### src/include/ddsagu_pkg.sv
// Shared constants for the dual data space address generation block.
// Assumes a 16-bit byte-addressed data space and a 32-bit Avalon-MM register port.
package ddsagu_pkg;
   // Widths and fixed configuration
   localparam int AW = 16;
   localparam int IDXW = 4;
   localparam int RIDXW = 4;
   localparam logic [15:0] XY_BOUNDARY_DEF = 16'h4000;
   localparam logic [3:0] STACK_PTR_IDX = 4'hF;
   localparam logic [15:0] WORD_STEP = 16'h0002;
   localparam logic [15:0] BYTE_STEP = 16'h0001;

   // Register word indices, byte address is four times the index
   localparam logic [3:0] REG_MODE = 4'h0;
   localparam logic [3:0] REG_X_START = 4'h1;
   localparam logic [3:0] REG_X_END = 4'h2;
   localparam logic [3:0] REG_Y_START = 4'h3;
   localparam logic [3:0] REG_Y_END = 4'h4;
   localparam logic [3:0] REG_BITREV = 4'h5;
   localparam logic [3:0] REG_STATUS = 4'h6;
   localparam logic [3:0] REG_CONFIG = 4'h7;

   // Mode control fields
   localparam int MODE_XSEL_LSB = 0;
   localparam int MODE_YSEL_LSB = 4;
   localparam int MODE_BRSEL_LSB = 8;
   localparam int MODE_YEN_BIT = 14;
   localparam int MODE_XEN_BIT = 15;
   // Bit-reversal register fields
   localparam int BR_EN_BIT = 15;
   localparam int BR_MOD_MSB = 14;
   // Status fields
   localparam int ST_BR_BIT = 16;
   localparam int ST_XWRAP_BIT = 17;
   localparam int ST_YWRAP_BIT = 18;
   localparam int ST_YOUT_BIT = 19;
   localparam int CFG_DSP_BIT = 16;

   // Reset values
   localparam logic [15:0] MODE_RST = 16'h0FFF;
   localparam logic [15:0] START_RST = 16'h0000;
   localparam logic [15:0] END_RST = 16'hFFFF;
   localparam logic [15:0] BITREV_RST = 16'h0000;

   // Addressing modes presented by instruction decode
   typedef enum logic [2:0] {
      AM_PLAIN = 3'h0,
      AM_POST_INC = 3'h1,
      AM_POST_DEC = 3'h2,
      AM_PRE_INC = 3'h3,
      AM_PRE_DEC = 3'h4,
      AM_REG_OFS = 3'h5
   } ddsagu_am_t;

   // Register port handshake states
   typedef enum logic [1:0] {
      BUS_IDLE = 2'b01,
      BUS_ACK = 2'b10
   } ddsagu_bus_t;
endpackage

### src/hdl/ddsagu_unit.sv
// One address generation unit: effective address, pointer update,
// modulo wrap and, where built in, bit-reversed write addressing.
// Purely combinational; the caller registers every result.
`timescale 1ns/1ns
module ddsagu_unit #(
   parameter bit HAS_BITREV = 1'b1,
   parameter bit DSP = 1'b1
) (
   input wire logic req,
   input wire logic [3:0] ptr_idx,
   input wire logic [2:0] am,
   input wire logic wr,
   input wire logic byte_sz,
   input wire logic [15:0] ptr,
   input wire logic [15:0] ofs,
   input wire logic mod_en,
   input wire logic [3:0] mod_sel,
   input wire logic [15:0] mod_start,
   input wire logic [15:0] mod_end,
   input wire logic br_en,
   input wire logic [3:0] br_sel,
   input wire logic [14:0] br_mod,
   output logic [15:0] ea,
   output logic [15:0] new_ptr,
   output logic wb_en,
   output logic wrapped,
   output logic br_used
);
   // Add with carry running from the top bit downward
   function automatic logic [15:0] rev_add(input logic [15:0] a, input logic [15:0] b);
      logic c;
      logic [15:0] s;
      c = 1'b0;
      s = 16'h0000;
      for (int i = 15; i >= 0; i--) begin
         s[i] = a[i] ^ b[i] ^ c;
         c = (a[i] & b[i]) | (c & (a[i] ^ b[i]));
      end
      return s;
   endfunction

   // Mode decode
   wire is_inc = (am == ddsagu_pkg::AM_POST_INC) || (am == ddsagu_pkg::AM_PRE_INC);
   wire is_dec = (am == ddsagu_pkg::AM_POST_DEC) || (am == ddsagu_pkg::AM_PRE_DEC);
   wire is_pre = (am == ddsagu_pkg::AM_PRE_INC) || (am == ddsagu_pkg::AM_PRE_DEC);
   wire is_ofs = (am == ddsagu_pkg::AM_REG_OFS);
   wire [15:0] step = byte_sz ? ddsagu_pkg::BYTE_STEP : ddsagu_pkg::WORD_STEP;

   // Target before any correction
   wire [15:0] target = is_ofs ? ptr + ofs : is_inc ? ptr + step : is_dec ? ptr - step : ptr;
   wire up = is_inc | (is_ofs & ~ofs[15]);
   wire down = is_dec | (is_ofs & ofs[15]);

   // Modulo wrap on overshoot in either direction
   wire mod_on = DSP && mod_en && (mod_sel == ptr_idx);
   wire [15:0] len = mod_end - mod_start + 16'h0001;
   wire over = up && (target > mod_end);
   wire under = down && (target < mod_start);
   wire [15:0] corr = !mod_on ? target : over ? target - len : under ? target + len : target;

   // Bit-reversed writes: X only, word writes, incrementing modes
   wire br_on = HAS_BITREV && DSP && br_en && (br_sel != ddsagu_pkg::STACK_PTR_IDX)
                && (br_sel == ptr_idx) && wr && !byte_sz && is_inc;
   wire [15:0] br_new = rev_add({ptr[15:1], 1'b0}, {br_mod, 1'b0}) & 16'hFFFE;

   // Results, bit reversal taking precedence over modulo
   assign new_ptr = br_on ? br_new : corr;
   assign ea = br_on ? (is_pre ? br_new : {ptr[15:1], 1'b0})
             : (is_pre | is_ofs) ? corr : ptr;
   assign wb_en = req & (is_inc | is_dec);
   assign wrapped = req & mod_on & !br_on & (over | under);
   assign br_used = req & br_on;
endmodule

### src/hdl/ddsagu_top.sv
// Top of the dual data space address generation block.
// Assumes decode presents requests one cycle ahead of the RAM, and an Avalon-MM master.
//
// The address map and the Avalon-MM slave port are this design's own decisions.
`timescale 1ns/1ns
module ddsagu_top #(
   parameter logic [15:0] XY_BOUNDARY = ddsagu_pkg::XY_BOUNDARY_DEF,
   parameter bit DSP = 1'b1
) (
   input wire logic core_clk,
   input wire logic rstn,
   input wire logic ce,
   // Register port
   input wire logic [3:0] avs_address,
   input wire logic avs_read,
   input wire logic avs_write,
   input wire logic [31:0] avs_writedata,
   input wire logic [3:0] avs_byteenable,
   output logic [31:0] avs_readdata,
   output logic avs_waitrequest,
   // X request from decode
   input wire logic x_req,
   input wire logic [3:0] x_ptr_idx,
   input wire logic [2:0] x_am,
   input wire logic x_wr,
   input wire logic x_byte,
   input wire logic [15:0] x_ptr,
   input wire logic [15:0] x_ofs,
   input wire logic [15:0] x_wdata,
   // Y request from decode, reads only
   input wire logic y_req,
   input wire logic [3:0] y_ptr_idx,
   input wire logic [2:0] y_am,
   input wire logic [15:0] y_ptr,
   input wire logic [15:0] y_ofs,
   // Data RAM side
   output logic [15:0] x_addr,
   output logic x_rd,
   output logic x_wr_en,
   output logic x_byte_en,
   output logic [15:0] x_wr_data,
   output logic [15:0] y_addr,
   output logic y_rd,
   // Pointer write-back to working registers
   output logic x_wb_en,
   output logic [3:0] x_wb_idx,
   output logic [15:0] x_wb_val,
   output logic y_wb_en,
   output logic [3:0] y_wb_idx,
   output logic [15:0] y_wb_val
);
   // Elaboration check: the X/Y boundary must sit on a word
   if (XY_BOUNDARY[0] != 1'b0) begin : g_bad_boundary
      $error("XY_BOUNDARY must be word aligned");
   end

   // Software-visible control
   logic [15:0] mode_q, mode_d;
   logic [15:0] xs_q, xs_d, xe_q, xe_d, ys_q, ys_d, ye_q, ye_d;
   logic [15:0] br_q, br_d;
   logic [3:0] stat_q, stat_d;
   ddsagu_pkg::ddsagu_bus_t bus_q, bus_d;

   // Per-unit request arrays, index 0 is X, 1 is Y
   logic [1:0] u_req, u_wr, u_byte, u_men, u_wb, u_wrap, u_br;
   logic [3:0] u_idx [2];
   logic [3:0] u_msel [2];
   logic [2:0] u_am [2];
   logic [15:0] u_ptr [2];
   logic [15:0] u_ofs [2];
   logic [15:0] u_ms [2];
   logic [15:0] u_me [2];
   logic [15:0] u_ea [2];
   logic [15:0] u_np [2];

   // Request fan-in; Y unit never writes
   assign u_req = {y_req, x_req};
   assign u_wr = {1'b0, x_wr};
   assign u_byte = {1'b0, x_byte};
   assign u_men = {mode_q[ddsagu_pkg::MODE_YEN_BIT], mode_q[ddsagu_pkg::MODE_XEN_BIT]};
   assign u_idx[0] = x_ptr_idx;
   assign u_idx[1] = y_ptr_idx;
   assign u_am[0] = x_am;
   assign u_am[1] = y_am;
   assign u_ptr[0] = x_ptr;
   assign u_ptr[1] = y_ptr;
   assign u_ofs[0] = x_ofs;
   assign u_ofs[1] = y_ofs;
   assign u_msel[0] = mode_q[ddsagu_pkg::MODE_XSEL_LSB +: 4];
   assign u_msel[1] = mode_q[ddsagu_pkg::MODE_YSEL_LSB +: 4];
   assign u_ms[0] = xs_q;
   assign u_ms[1] = ys_q;
   assign u_me[0] = xe_q;
   assign u_me[1] = ye_q;

   // One address unit per space, bit reversal built only into X
   for (genvar u = 0; u < 2; u++) begin : g_unit
      ddsagu_unit #(
         .HAS_BITREV(u == 0),
         .DSP(DSP)
      ) i_unit (
         .req(u_req[u]),
         .ptr_idx(u_idx[u]),
         .am(u_am[u]),
         .wr(u_wr[u]),
         .byte_sz(u_byte[u]),
         .ptr(u_ptr[u]),
         .ofs(u_ofs[u]),
         .mod_en(u_men[u]),
         .mod_sel(u_msel[u]),
         .mod_start(u_ms[u]),
         .mod_end(u_me[u]),
         .br_en(br_q[ddsagu_pkg::BR_EN_BIT]),
         .br_sel(mode_q[ddsagu_pkg::MODE_BRSEL_LSB +: 4]),
         .br_mod(br_q[ddsagu_pkg::BR_MOD_MSB:0]),
         .ea(u_ea[u]),
         .new_ptr(u_np[u]),
         .wb_en(u_wb[u]),
         .wrapped(u_wrap[u]),
         .br_used(u_br[u])
      );
   end

   // Y access falling below the fixed boundary
   wire y_out = y_req && (u_ea[1] < XY_BOUNDARY);

   // RAM address, strobe and write data registers
   always_ff @(posedge core_clk or negedge rstn) begin
      if (!rstn) begin
         x_addr <= 16'h0000;
         x_rd <= 1'b0;
         x_wr_en <= 1'b0;
         x_byte_en <= 1'b0;
         x_wr_data <= 16'h0000;
         y_addr <= 16'h0000;
         y_rd <= 1'b0;
      end else if (ce) begin
         x_addr <= u_ea[0];
         x_rd <= x_req & ~x_wr;
         x_wr_en <= x_req & x_wr;
         x_byte_en <= x_byte;
         x_wr_data <= x_wdata;
         y_addr <= u_ea[1];
         y_rd <= y_req;
      end
   end

   // Pointer updates back to the working registers
   always_ff @(posedge core_clk or negedge rstn) begin
      if (!rstn) begin
         x_wb_en <= 1'b0;
         x_wb_idx <= 4'h0;
         x_wb_val <= 16'h0000;
         y_wb_en <= 1'b0;
         y_wb_idx <= 4'h0;
         y_wb_val <= 16'h0000;
      end else if (ce) begin
         x_wb_en <= u_wb[0];
         x_wb_idx <= x_ptr_idx;
         x_wb_val <= u_np[0];
         y_wb_en <= u_wb[1];
         y_wb_idx <= y_ptr_idx;
         y_wb_val <= u_np[1];
      end
   end

   // Register port decode
   wire bus_req = avs_read | avs_write;
   wire take = (bus_q == ddsagu_pkg::BUS_IDLE) && bus_req;
   wire wr_take = take && avs_write;
   wire [15:0] be_mask = {{8{avs_byteenable[1]}}, {8{avs_byteenable[0]}}};
   wire [15:0] wd = avs_writedata[15:0];
   wire w_mode = wr_take && (avs_address == ddsagu_pkg::REG_MODE);
   wire w_xs = wr_take && (avs_address == ddsagu_pkg::REG_X_START);
   wire w_xe = wr_take && (avs_address == ddsagu_pkg::REG_X_END);
   wire w_ys = wr_take && (avs_address == ddsagu_pkg::REG_Y_START);
   wire w_ye = wr_take && (avs_address == ddsagu_pkg::REG_Y_END);
   wire w_br = wr_take && (avs_address == ddsagu_pkg::REG_BITREV);

   // Byte-lane merge of written registers; DSP-less build keeps them at reset
   assign mode_d = (w_mode && DSP) ? (mode_q & ~be_mask) | (wd & be_mask) : mode_q;
   assign xs_d = (w_xs && DSP) ? (xs_q & ~be_mask) | (wd & be_mask) : xs_q;
   assign xe_d = (w_xe && DSP) ? (xe_q & ~be_mask) | (wd & be_mask) : xe_q;
   assign ys_d = (w_ys && DSP) ? (ys_q & ~be_mask) | (wd & be_mask) : ys_q;
   assign ye_d = (w_ye && DSP) ? (ye_q & ~be_mask) | (wd & be_mask) : ye_q;
   assign br_d = (w_br && DSP) ? (br_q & ~be_mask) | (wd & be_mask) : br_q;

   // Status of the last address cycle
   assign stat_d = (x_req | y_req) ? {y_out, u_wrap[1], u_wrap[0], u_br[0]} : stat_q;

   // Read mux; boundary is a constant, unmapped reads return zero
   logic [31:0] rd_mux;
   always_comb begin
      rd_mux = 32'h0000_0000;
      case (avs_address)
         ddsagu_pkg::REG_MODE: rd_mux = {16'h0000, mode_q};
         ddsagu_pkg::REG_X_START: rd_mux = {16'h0000, xs_q};
         ddsagu_pkg::REG_X_END: rd_mux = {16'h0000, xe_q};
         ddsagu_pkg::REG_Y_START: rd_mux = {16'h0000, ys_q};
         ddsagu_pkg::REG_Y_END: rd_mux = {16'h0000, ye_q};
         ddsagu_pkg::REG_BITREV: rd_mux = {16'h0000, br_q};
         ddsagu_pkg::REG_STATUS: rd_mux = {12'h000, stat_q, x_addr};
         ddsagu_pkg::REG_CONFIG: rd_mux = {15'h0000, DSP, XY_BOUNDARY};
         default: rd_mux = 32'h0000_0000;
      endcase
   end

   // Handshake: one wait cycle, then a single answer cycle
   always_comb begin
      case (bus_q)
         ddsagu_pkg::BUS_IDLE: bus_d = take ? ddsagu_pkg::BUS_ACK : ddsagu_pkg::BUS_IDLE;
         ddsagu_pkg::BUS_ACK: bus_d = ddsagu_pkg::BUS_IDLE;
         default: bus_d = ddsagu_pkg::BUS_IDLE;
      endcase
   end

   // Control registers
   always_ff @(posedge core_clk or negedge rstn) begin
      if (!rstn) begin
         mode_q <= ddsagu_pkg::MODE_RST;
         xs_q <= ddsagu_pkg::START_RST;
         xe_q <= ddsagu_pkg::END_RST;
         ys_q <= ddsagu_pkg::START_RST;
         ye_q <= ddsagu_pkg::END_RST;
         br_q <= ddsagu_pkg::BITREV_RST;
         stat_q <= 4'h0;
      end else if (ce) begin
         mode_q <= mode_d;
         xs_q <= xs_d;
         xe_q <= xe_d;
         ys_q <= ys_d;
         ye_q <= ye_d;
         br_q <= br_d;
         stat_q <= stat_d;
      end
   end

   // Bus state and answer
   always_ff @(posedge core_clk or negedge rstn) begin
      if (!rstn) begin
         bus_q <= ddsagu_pkg::BUS_IDLE;
         avs_waitrequest <= 1'b1;
         avs_readdata <= 32'h0000_0000;
      end else if (ce) begin
         bus_q <= bus_d;
         avs_waitrequest <= ~take;
         if (take && avs_read) begin
            avs_readdata <= rd_mux;
         end
      end
   end

   // Checks
   a_bitrev_x_only: assert property (@(posedge core_clk) disable iff (!rstn)
      u_br[0] |-> x_wr && !x_byte && (x_am == ddsagu_pkg::AM_PRE_INC
      || x_am == ddsagu_pkg::AM_POST_INC))
      else $error("bit reversal outside word increment write");
   a_bitrev_no_stack: assert property (@(posedge core_clk) disable iff (!rstn)
      u_br[0] |-> mode_q[ddsagu_pkg::MODE_BRSEL_LSB +: 4] != ddsagu_pkg::STACK_PTR_IDX
      && br_q[ddsagu_pkg::BR_EN_BIT])
      else $error("bit reversal on stack or while disabled");
   a_bitrev_lsb_clear: assert property (@(posedge core_clk) disable iff (!rstn)
      (ce && u_br[0]) |=> x_wb_val[0] == 1'b0 && x_addr[0] == 1'b0)
      else $error("bit reversed address has bit 0 set");
   a_offset_no_wb: assert property (@(posedge core_clk) disable iff (!rstn)
      (ce && x_req && x_am == ddsagu_pkg::AM_REG_OFS) |=> !x_wb_en)
      else $error("register offset mode wrote the pointer back");
   a_premod_wb: assert property (@(posedge core_clk) disable iff (!rstn)
      (ce && y_req && y_am == ddsagu_pkg::AM_PRE_INC) |=> y_wb_en && y_wb_val == y_addr)
      else $error("pre-increment did not write back the address used");
   a_wrap_upper: assert property (@(posedge core_clk) disable iff (!rstn)
      (ce && u_wrap[0] && (x_am == ddsagu_pkg::AM_POST_INC)) |=> x_wb_val <= $past(xe_q)
      && x_wb_val >= $past(xs_q))
      else $error("incrementing wrap left the buffer");
   a_wrap_lower: assert property (@(posedge core_clk) disable iff (!rstn)
      (ce && u_wrap[1] && (y_am == ddsagu_pkg::AM_POST_DEC)) |=> y_wb_val >= $past(ys_q))
      else $error("decrementing wrap fell below the buffer");
   a_bitrev_over_mod: assert property (@(posedge core_clk) disable iff (!rstn)
      u_br[0] |-> !u_wrap[0])
      else $error("modulo acted on a bit reversed write");
   a_no_dsp_plain: assert property (@(posedge core_clk) disable iff (!rstn)
      (u_wrap != 2'b00 || u_br != 2'b00) |-> DSP)
      else $error("DSP addressing active in reduced build");
   a_y_no_write: assert property (@(posedge core_clk) disable iff (!rstn)
      (ce && y_req && !x_req) |=> y_rd && !x_wr_en)
      else $error("Y access produced a write");
   a_bus_answer: assert property (@(posedge core_clk) disable iff (!rstn)
      (ce && take) |=> !avs_waitrequest ##1 avs_waitrequest)
      else $error("register port answer not one cycle");

   // Strobe, write-back and status timing
   a_read_strobe: assert property (@(posedge core_clk) disable iff (!rstn)
      (ce && x_req && !x_wr) |=> x_rd && !x_wr_en)
      else $error("X read request gave no read strobe");
   a_write_strobe: assert property (@(posedge core_clk) disable iff (!rstn)
      (ce && x_req && x_wr) |=> x_wr_en && !x_rd && x_wr_data == $past(x_wdata))
      else $error("X write request gave no write strobe or wrong data");
   a_dual_read: assert property (@(posedge core_clk) disable iff (!rstn)
      (ce && x_req && y_req && !x_wr) |=> x_rd && y_rd)
      else $error("X and Y reads not issued together");
   a_plain_no_wb: assert property (@(posedge core_clk) disable iff (!rstn)
      (ce && x_req && x_am == ddsagu_pkg::AM_PLAIN) |=> !x_wb_en)
      else $error("plain indirect mode wrote the pointer back");
   a_pre_ea_ptr: assert property (@(posedge core_clk) disable iff (!rstn)
      (ce && x_req && (x_am == ddsagu_pkg::AM_PRE_INC || x_am == ddsagu_pkg::AM_PRE_DEC))
      |=> x_wb_en && x_addr == x_wb_val)
      else $error("pre-modify address differs from the written-back pointer");
   a_wb_index: assert property (@(posedge core_clk) disable iff (!rstn)
      (ce && x_req) |=> x_wb_idx == $past(x_ptr_idx))
      else $error("write-back went to another register");
   a_ofs_wrapped: assert property (@(posedge core_clk) disable iff (!rstn)
      (ce && u_wrap[0] && x_am == ddsagu_pkg::AM_REG_OFS) |=> x_addr >= $past(xs_q)
      && x_addr <= $past(xe_q))
      else $error("register offset access left the buffer");
   a_config_fixed: assert property (@(posedge core_clk) disable iff (!rstn)
      (ce && take && avs_read && avs_address == ddsagu_pkg::REG_CONFIG)
      |=> avs_readdata == {15'h0000, DSP, XY_BOUNDARY})
      else $error("configuration word changed");
   a_status_bitrev: assert property (@(posedge core_clk) disable iff (!rstn)
      (ce && u_br[0]) |=> stat_q[0])
      else $error("status missed a bit reversed write");

   c_dual_read: cover property (@(posedge core_clk) disable iff (!rstn) x_rd && y_rd);
   c_bitrev: cover property (@(posedge core_clk) disable iff (!rstn) u_br[0]);
   c_x_wrap: cover property (@(posedge core_clk) disable iff (!rstn) u_wrap[0]);
   c_y_wrap: cover property (@(posedge core_clk) disable iff (!rstn) u_wrap[1]);
   c_y_alone: cover property (@(posedge core_clk) disable iff (!rstn) y_rd && !x_rd);
endmodule

### config.mk
export PLATFORM = sky130hd
export DESIGN_NAME = ddsagu_top
export DESIGN_NICKNAME = d
export VERILOG_FILES = /design/src/include/ddsagu_pkg.sv /design/src/hdl/ddsagu_unit.sv /design/src/hdl/ddsagu_top.sv
export SDC_FILE = /design/constraint.sdc
export NUM_CORES = 1
export LEC_CHECK = 0
export BUFFER_PORTS_ARGS = -buffer_cell sky130_fd_sc_hd__buf_2
export CORE_ASPECT_RATIO = 1.2
export CORE_MARGIN = 3
export CORE_UTILIZATION = 35
export CTS_BUF_LIST = sky130_fd_sc_hd__clkbuf_8 sky130_fd_sc_hd__clkbuf_16
export DETAILED_ROUTE_END_ITERATION = 8
export PLACE_DENSITY = 0.6
export SYNTH_ARGS = -nofsm -noshare
export SYNTH_HDL_FRONTEND = slang
export SYNTH_SLANG_ARGS = --single-unit
### constraint.sdc
create_clock -name core_clk -period 6 [get_ports core_clk]
set_input_delay 0.3 -clock core_clk [delete_from_list [all_inputs] [get_ports core_clk]]
set_output_delay 0.3 -clock core_clk [all_outputs]
set_load 0.03 [all_outputs]
==> metrics.txt, run 1 <==
status=completed; Top FF cell, synth=dfrtp_1; crit start category=register; Final Hold Fails=0; destination of the worst hold path=y_wb_idx[3]; CTS H-tree depth=1; Post-synth EDFFs=0; worst rel slew slack=0.3142; r2r endpoint=x_addr[1]; fin. max-slew vios=0; Setup-failing EPs final=0; clock period minus worst slack=5837 ps; worst-path fanout max=2; DR iter-0 viols=1335; Power Density=367.4 mW/mm²; starting density of the core=0.3545; Worst Hold Slack=32.59 ps; Mapped Area=0.01947 mm²; IR drop worst, VDD=227.9 µV; Hold Crit Depth=2; Finished Cell Area=0.02291 mm²; die height=264.4 µm; Ports=270; R2R depth=17; largest net degree at the start of global routing=163; Syn-to-layout area delta=17.67%; Die X=221.3 µm; Seq cells post-synth=216; core area=0.05493 mm²; Critical Path Sink Type=register; period utilization=0.9728; number of vias per cell=5.693; cell taking the most area after synthesis=dfrtp_1; Clock transition at path regs=60 ps; RD Place Congestion=0.9698; placed instance area=0.02186 mm²; cell count after synthesis=2194; sequential share of the synthesized area=0.2805; Post-synth ARST share=1.000; final WL=74.14 mm; later-pin clock latency in the skew report=540 ps; Pre-antenna DRT Iters=6; most common cell after layout, fill and taps aside=buf_2; Post-route DRC=0; overall routing resource usage=0.2431; RSZ-0062 raised after global routing=false; grt total ovfl=0; Worst Max-Slew Pin Slew=1029 ps; Routed Antenna Nets=0; TritonCTS Buffers=25; dpl hpwl=60.50 mm; Port-buffer cells=239; min-delay src=y_ptr_idx[3]; Final TNS setup=0 ps; die area=0.05851 mm²; initial antenna violation count=7; P_leak=10.65 nW; Area contributors post-synth=dfrtp_1, ha_1, mux2_2; clock skew=15.71 ps; # nets final=2859; clk sinks=216; Clock Path Buffers=3; DR WL/cell=23.02 µm; CP arrival=6290 ps; top cell type's share of synthesized area=0.2198; Max-Cap Viols=0; min-delay worst type=input pin to register; reg-to-reg slack, setup=160 ps; vias in the first global route=18310; row count=94; vias=18340; Synth cell types=96; YS warnings=0; CTS tree=yes; Mapped Avg Cell Area=8.875 µm²; FMAX=171.3 MHz; first-pass GRT wire length=111.1 mm; most frequent cells in the layout=buf_2, ha_1, inv_1; CP Class=register to register; Root Driver=clkbuf_16; Critical Path RT=6460 ps; layout cells sized above 1=0.2397
[layout make-up]
class	count	area [µm²]
antenna	6	15.01
clock buffer	31	708.2
clock inverter	15	127.6
fill	5536	32010
inverter	171	641.9
multi-input combinational	1718	12990
sequential	216	5461
tap	720	900.9
timing repair buffer	344	2064
[how the worst max path moves through the flow]
| stage | slack (ps) | start | cells past startpoint | endpoint |
|---|---|---|---|---|
| floorplan | 20 | register | 17 | x_addr[1] |
| global placement | -350 | x_ptr[15] | 18 | x_addr[1] |
| detailed placement | -390 | x_ptr[15] | 18 | x_addr[1] |
| CTS | 3 | register | 17 | x_addr[1] |
| global route | 30 | register | 17 | x_addr[1] |
| finish | 160 | register | 17 | x_addr[1] |
[timing repair]
item,in CTS,in global routing
endpoints found under the hold margin,70,0
pin swaps,2,1
hold buffers,17,0
setup endpoints to repair,4,4
setup buffers,0,0
gates resized for setup,8,4
[synth_stat cells, drive strengths merged, types with 16 or more instances]
cell type	number
nand2	163
a21oi	145
a22oi	23
o21a	19
nor2b	21
nand3	47
nand2b	22
o221ai	16
clkbuf	60
o21ai	136
and3	34
buf	40
nor2	164
a221oi	24
nor3	51
xnor2	53
xor2	42
mux2i	25
ha	217
fa	23
inv	170
a21o	46
o21bai	17
dfrtp	171
dfstp	45
mux2	133
a31oi	21
[metal layers]
metal	global-route usage	wire length, µm	vias to the layer above
met2	0.4428	37590	633
met3	0.02869	3926	170
met4	0.1422	4818	4
met5	0	23	-
met1	0.2736	27780	8963
li1	-	-	8566
[kinds of logic (layout without fill, tap and decap cells)]
group	Yosys count	after routing	share of synthesized area
AOI/OAI and AO/OA	617	617	0.2157
DFF	216	216	0.2805
adders and majority gates	240	240	0.1631
muxes	161	161	0.09324
other	1	18	0.0001926
and+or+nand+nor	593	593	0.1479
xor gates and xnor gates	95	95	0.04273
buffers and inverters	271	561	0.05661
[critical path: stages, from the launching register on]
cell,delay [ps]
dfrtp_1,380
ha_1,200
fa_2,350
fa_2,360
fa_2,350
fa_2,340
fa_1,390
fa_1,400
fa_2,360
fa_2,350
fa_2,350
fa_2,350
fa_2,370
fa_2,350
fa_2,370
xnor2_2,150
o221ai_1,130
o2bb2ai_1,220
[through the flow]
stage	power, mW	util	setup WS [ps]	cells
finish	8.417	0.4171	163.2	3221
detailed placement	6.831	0.3979	-389.4	3152
global placement	6.786	0.3979	-352.4	3152
floorplan	5.296	-	16.29	2205
global route	9.010	0.4170	30.03	3217
CTS	8.434	0.4167	3.161	3215
[power breakdown]
group / switching [mW] / internal [mW] / leakage [nW]
clock network: 0.628 / 0.919 / 0.436
logic: 3.07 / 1.94 / 7.59
registers: 0.199 / 1.66 / 2.63
(Power assumes the default switching activity.)
==> run 2: changes to the inputs <==
--- a/config.mk
+++ b/config.mk
@@ -8,10 +8,11 @@
 export BUFFER_PORTS_ARGS = -buffer_cell sky130_fd_sc_hd__buf_2
 export CORE_ASPECT_RATIO = 1.2
 export CORE_MARGIN = 3
-export CORE_UTILIZATION = 35
+export CORE_UTILIZATION = 45
 export CTS_BUF_LIST = sky130_fd_sc_hd__clkbuf_8 sky130_fd_sc_hd__clkbuf_16
 export DETAILED_ROUTE_END_ITERATION = 8
-export PLACE_DENSITY = 0.6
+export PLACE_DENSITY = 0.72
 export SYNTH_ARGS = -nofsm -noshare
 export SYNTH_HDL_FRONTEND = slang
+export SYNTH_HIERARCHICAL = 1
 export SYNTH_SLANG_ARGS = --single-unit
==> metrics.txt, run 2 <==
min-delay src=y_req (was y_ptr_idx[3]); Ports=270 (unchanged); Critical Path Sink Type=register (unchanged); cell count after synthesis=2123 (was 2194); Clock Path Buffers=3 (unchanged); destination of the worst hold path=stat_q[3] (was y_wb_idx[3]); dpl hpwl=55.25 mm (was 60.50 mm); min-delay worst type=input pin to register (unchanged); CTS tree=yes (unchanged); Clock transition at path regs=60 ps (about the same); number of vias per cell=6.038 (was 5.693); die height=236.1 µm (was 264.4 µm); fin. max-slew vios=0 (unchanged); Worst Hold Slack=35.97 ps (was 32.59 ps); CP Class=register to register (unchanged); Critical Path RT=6430 ps (was 6460 ps); Place WS=-294.6 ps (was -389.4 ps); Pre-antenna DRT Iters=5 (was 6); YS warnings=6 (was 0); clock skew=20.76 ps (was 15.71 ps); Root Driver=clkbuf_16 (unchanged); most frequent cells in the layout=buf_2, ha_1, mux2_2 (was buf_2, ha_1, inv_1); final worst slack=-50.20 ps (was 163.2 ps); power share of the clock group=0.191 (was 0.184); R2R depth=19 (was 17); Hold Crit Depth=3 (was 2); Final TNS setup=-57.79 ps (was 0 ps); Post-route DRC=0 (unchanged); final WL=69.09 mm (was 74.14 mm); Mapped Avg Cell Area=9.355 µm² (was 8.875 µm²); # nets final=2816 (was 2859); initial antenna violation count=5 (was 7); row count=83 (was 94); status=complete, but fails checks (was completed); Routed Antenna Nets=0 (unchanged); starting density of the core=0.4597 (was 0.3545); vias in the first global route=18240 (was 18310); Syn-to-layout area delta=16.79% (was 17.67%); later-pin clock latency in the skew report=560 ps (was 540 ps); Seq pwr share=0.224 (was 0.221); worst-path fanout max=3 (was 2); CTS H-tree depth=1 (unchanged); largest net degree at the start of global routing=166 (was 163); clk sinks=216 (unchanged); Final Power=8.230 mW (was 8.417 mW); FMAX=165.3 MHz (was 171.3 MHz); RSZ-0062 raised after global routing=true (was false); clock period minus worst slack=6050 ps (was 5837 ps); overall routing resource usage=0.2858 (was 0.2431); DR WL/cell=23.03 µm (was 23.02 µm); CP arrival=6480 ps (was 6290 ps); most common cell after layout, fill and taps aside=buf_2 (unchanged); Setup-failing EPs final=2 (was 0); NetSw=3.676 mW (was 3.893 mW); Pint=4.554 mW (was 4.524 mW); IR drop worst, VDD=283.9 µV (was 227.9 µV); vias=18110 (was 18340); worst rel slew slack=0.2384 (was 0.3142); core area=0.04320 mm² (was 0.05493 mm²); RD Place Congestion=1.006 (was 0.9698); Mapped Area=0.01986 mm² (was 0.01947 mm²); Power Density=354.8 mW/mm² (was 367.4 mW/mm²); Port-buffer cells=239 (unchanged); Final Hold Fails=0 (unchanged); die area=0.04670 mm² (was 0.05851 mm²); Die X=197.8 µm (was 221.3 µm); layout cells sized above 1=0.2840 (was 0.2397); combinational share of power=0.586 (was 0.595); Worst Max-Slew Pin Slew=1131 ps (was 1029 ps); P_leak=10.82 nW (was 10.65 nW); first-pass GRT wire length=104.7 mm (was 111.1 mm); DR iter-0 viols=1212 (was 1335); reg-to-reg slack, setup=-50 ps (was 160 ps); period utilization=1.008 (was 0.9728); TritonCTS Buffers=25 (unchanged); Max-Cap Viols=0 (unchanged); grt total ovfl=0 (unchanged); Switching Share=0.4467 (was 0.4626); r2r endpoint=x_wb_val[1] (was x_addr[1]); crit start category=register (unchanged); failing checks=negative setup slack
## run 2: worst max-delay path by stage
stage | start | end
floorplan | register | x_addr[1]
global placement | x_ptr[15] | x_wb_val[1]
detailed placement | x_ptr[15] | x_wb_val[1]
CTS | register | x_wb_val[1]
global route | register | x_addr[1]
finish | register | x_wb_val[1]
## run 2: critical path, cell delays in order (launching register included)
cell	delay (ps)
dfrtp_1	380
ha_2	180
fa_2	330
fa_2	340
fa_2	340
fa_2	350
fa_2	360
fa_2	350
fa_2	380
fa_2	350
fa_2	340
fa_2	350
fa_2	350
fa_2	350
fa_2	360
xor2_2	160
buf_4	150
xnor2_2	120
mux2i_1	90
mux2_2	280
## run 2: cell type report
| cell class | instances | area [µm²] |
|---|---|---|
| fillers | 3938 | 20010 |
| multi-input cells | 1662 | 13400 |
| flip-flops and latches | 216 | 5461 |
| repair buffers | 359 | 2190 |
| well taps | 552 | 690.7 |
| clock buffers | 27 | 664.4 |
| inverters | 165 | 619.3 |
| clock inverters | 18 | 170.2 |
| diodes | 1 | 2.502 |
## run 2: routing by layer
layer	wire [µm]	vias to the layer above	track usage
met1	26110	8930	0.3232
met4	3786	6	0.1317
met5	47	-	0
met3	3608	167	0.03871
li1	-	8386	-
met2	35540	624	0.5274
## run 2: per-stage QoR
stage | cells | util | instance area [µm²]
floorplan | 2139 | - | 19950
global placement | 2936 | 0.5129 | 22160
detailed placement | 2936 | 0.5129 | 22160
CTS | 2999 | 0.5367 | 23190
global route | 2999 | 0.5369 | 23190
finish | 3000 | 0.5369 | 23200
## run 2: repair_timing
action	CTS	global route
resized for setup	7	1
pin swaps	2	2
hold endpoints to repair	67	0
buffers inserted	1	0
hold buffers	17	0
setup endpoints to repair	4	3
## run 2: power groups by stage
stage	clock network, mW	registers (mW)	logic (mW)
finish	1.57	1.84	4.82
global route	1.66	1.86	5.26
CTS	1.60	1.84	4.75
detailed placement	0	1.86	4.71
global placement	0	1.85	4.63
floorplan	0	2.01	3.21
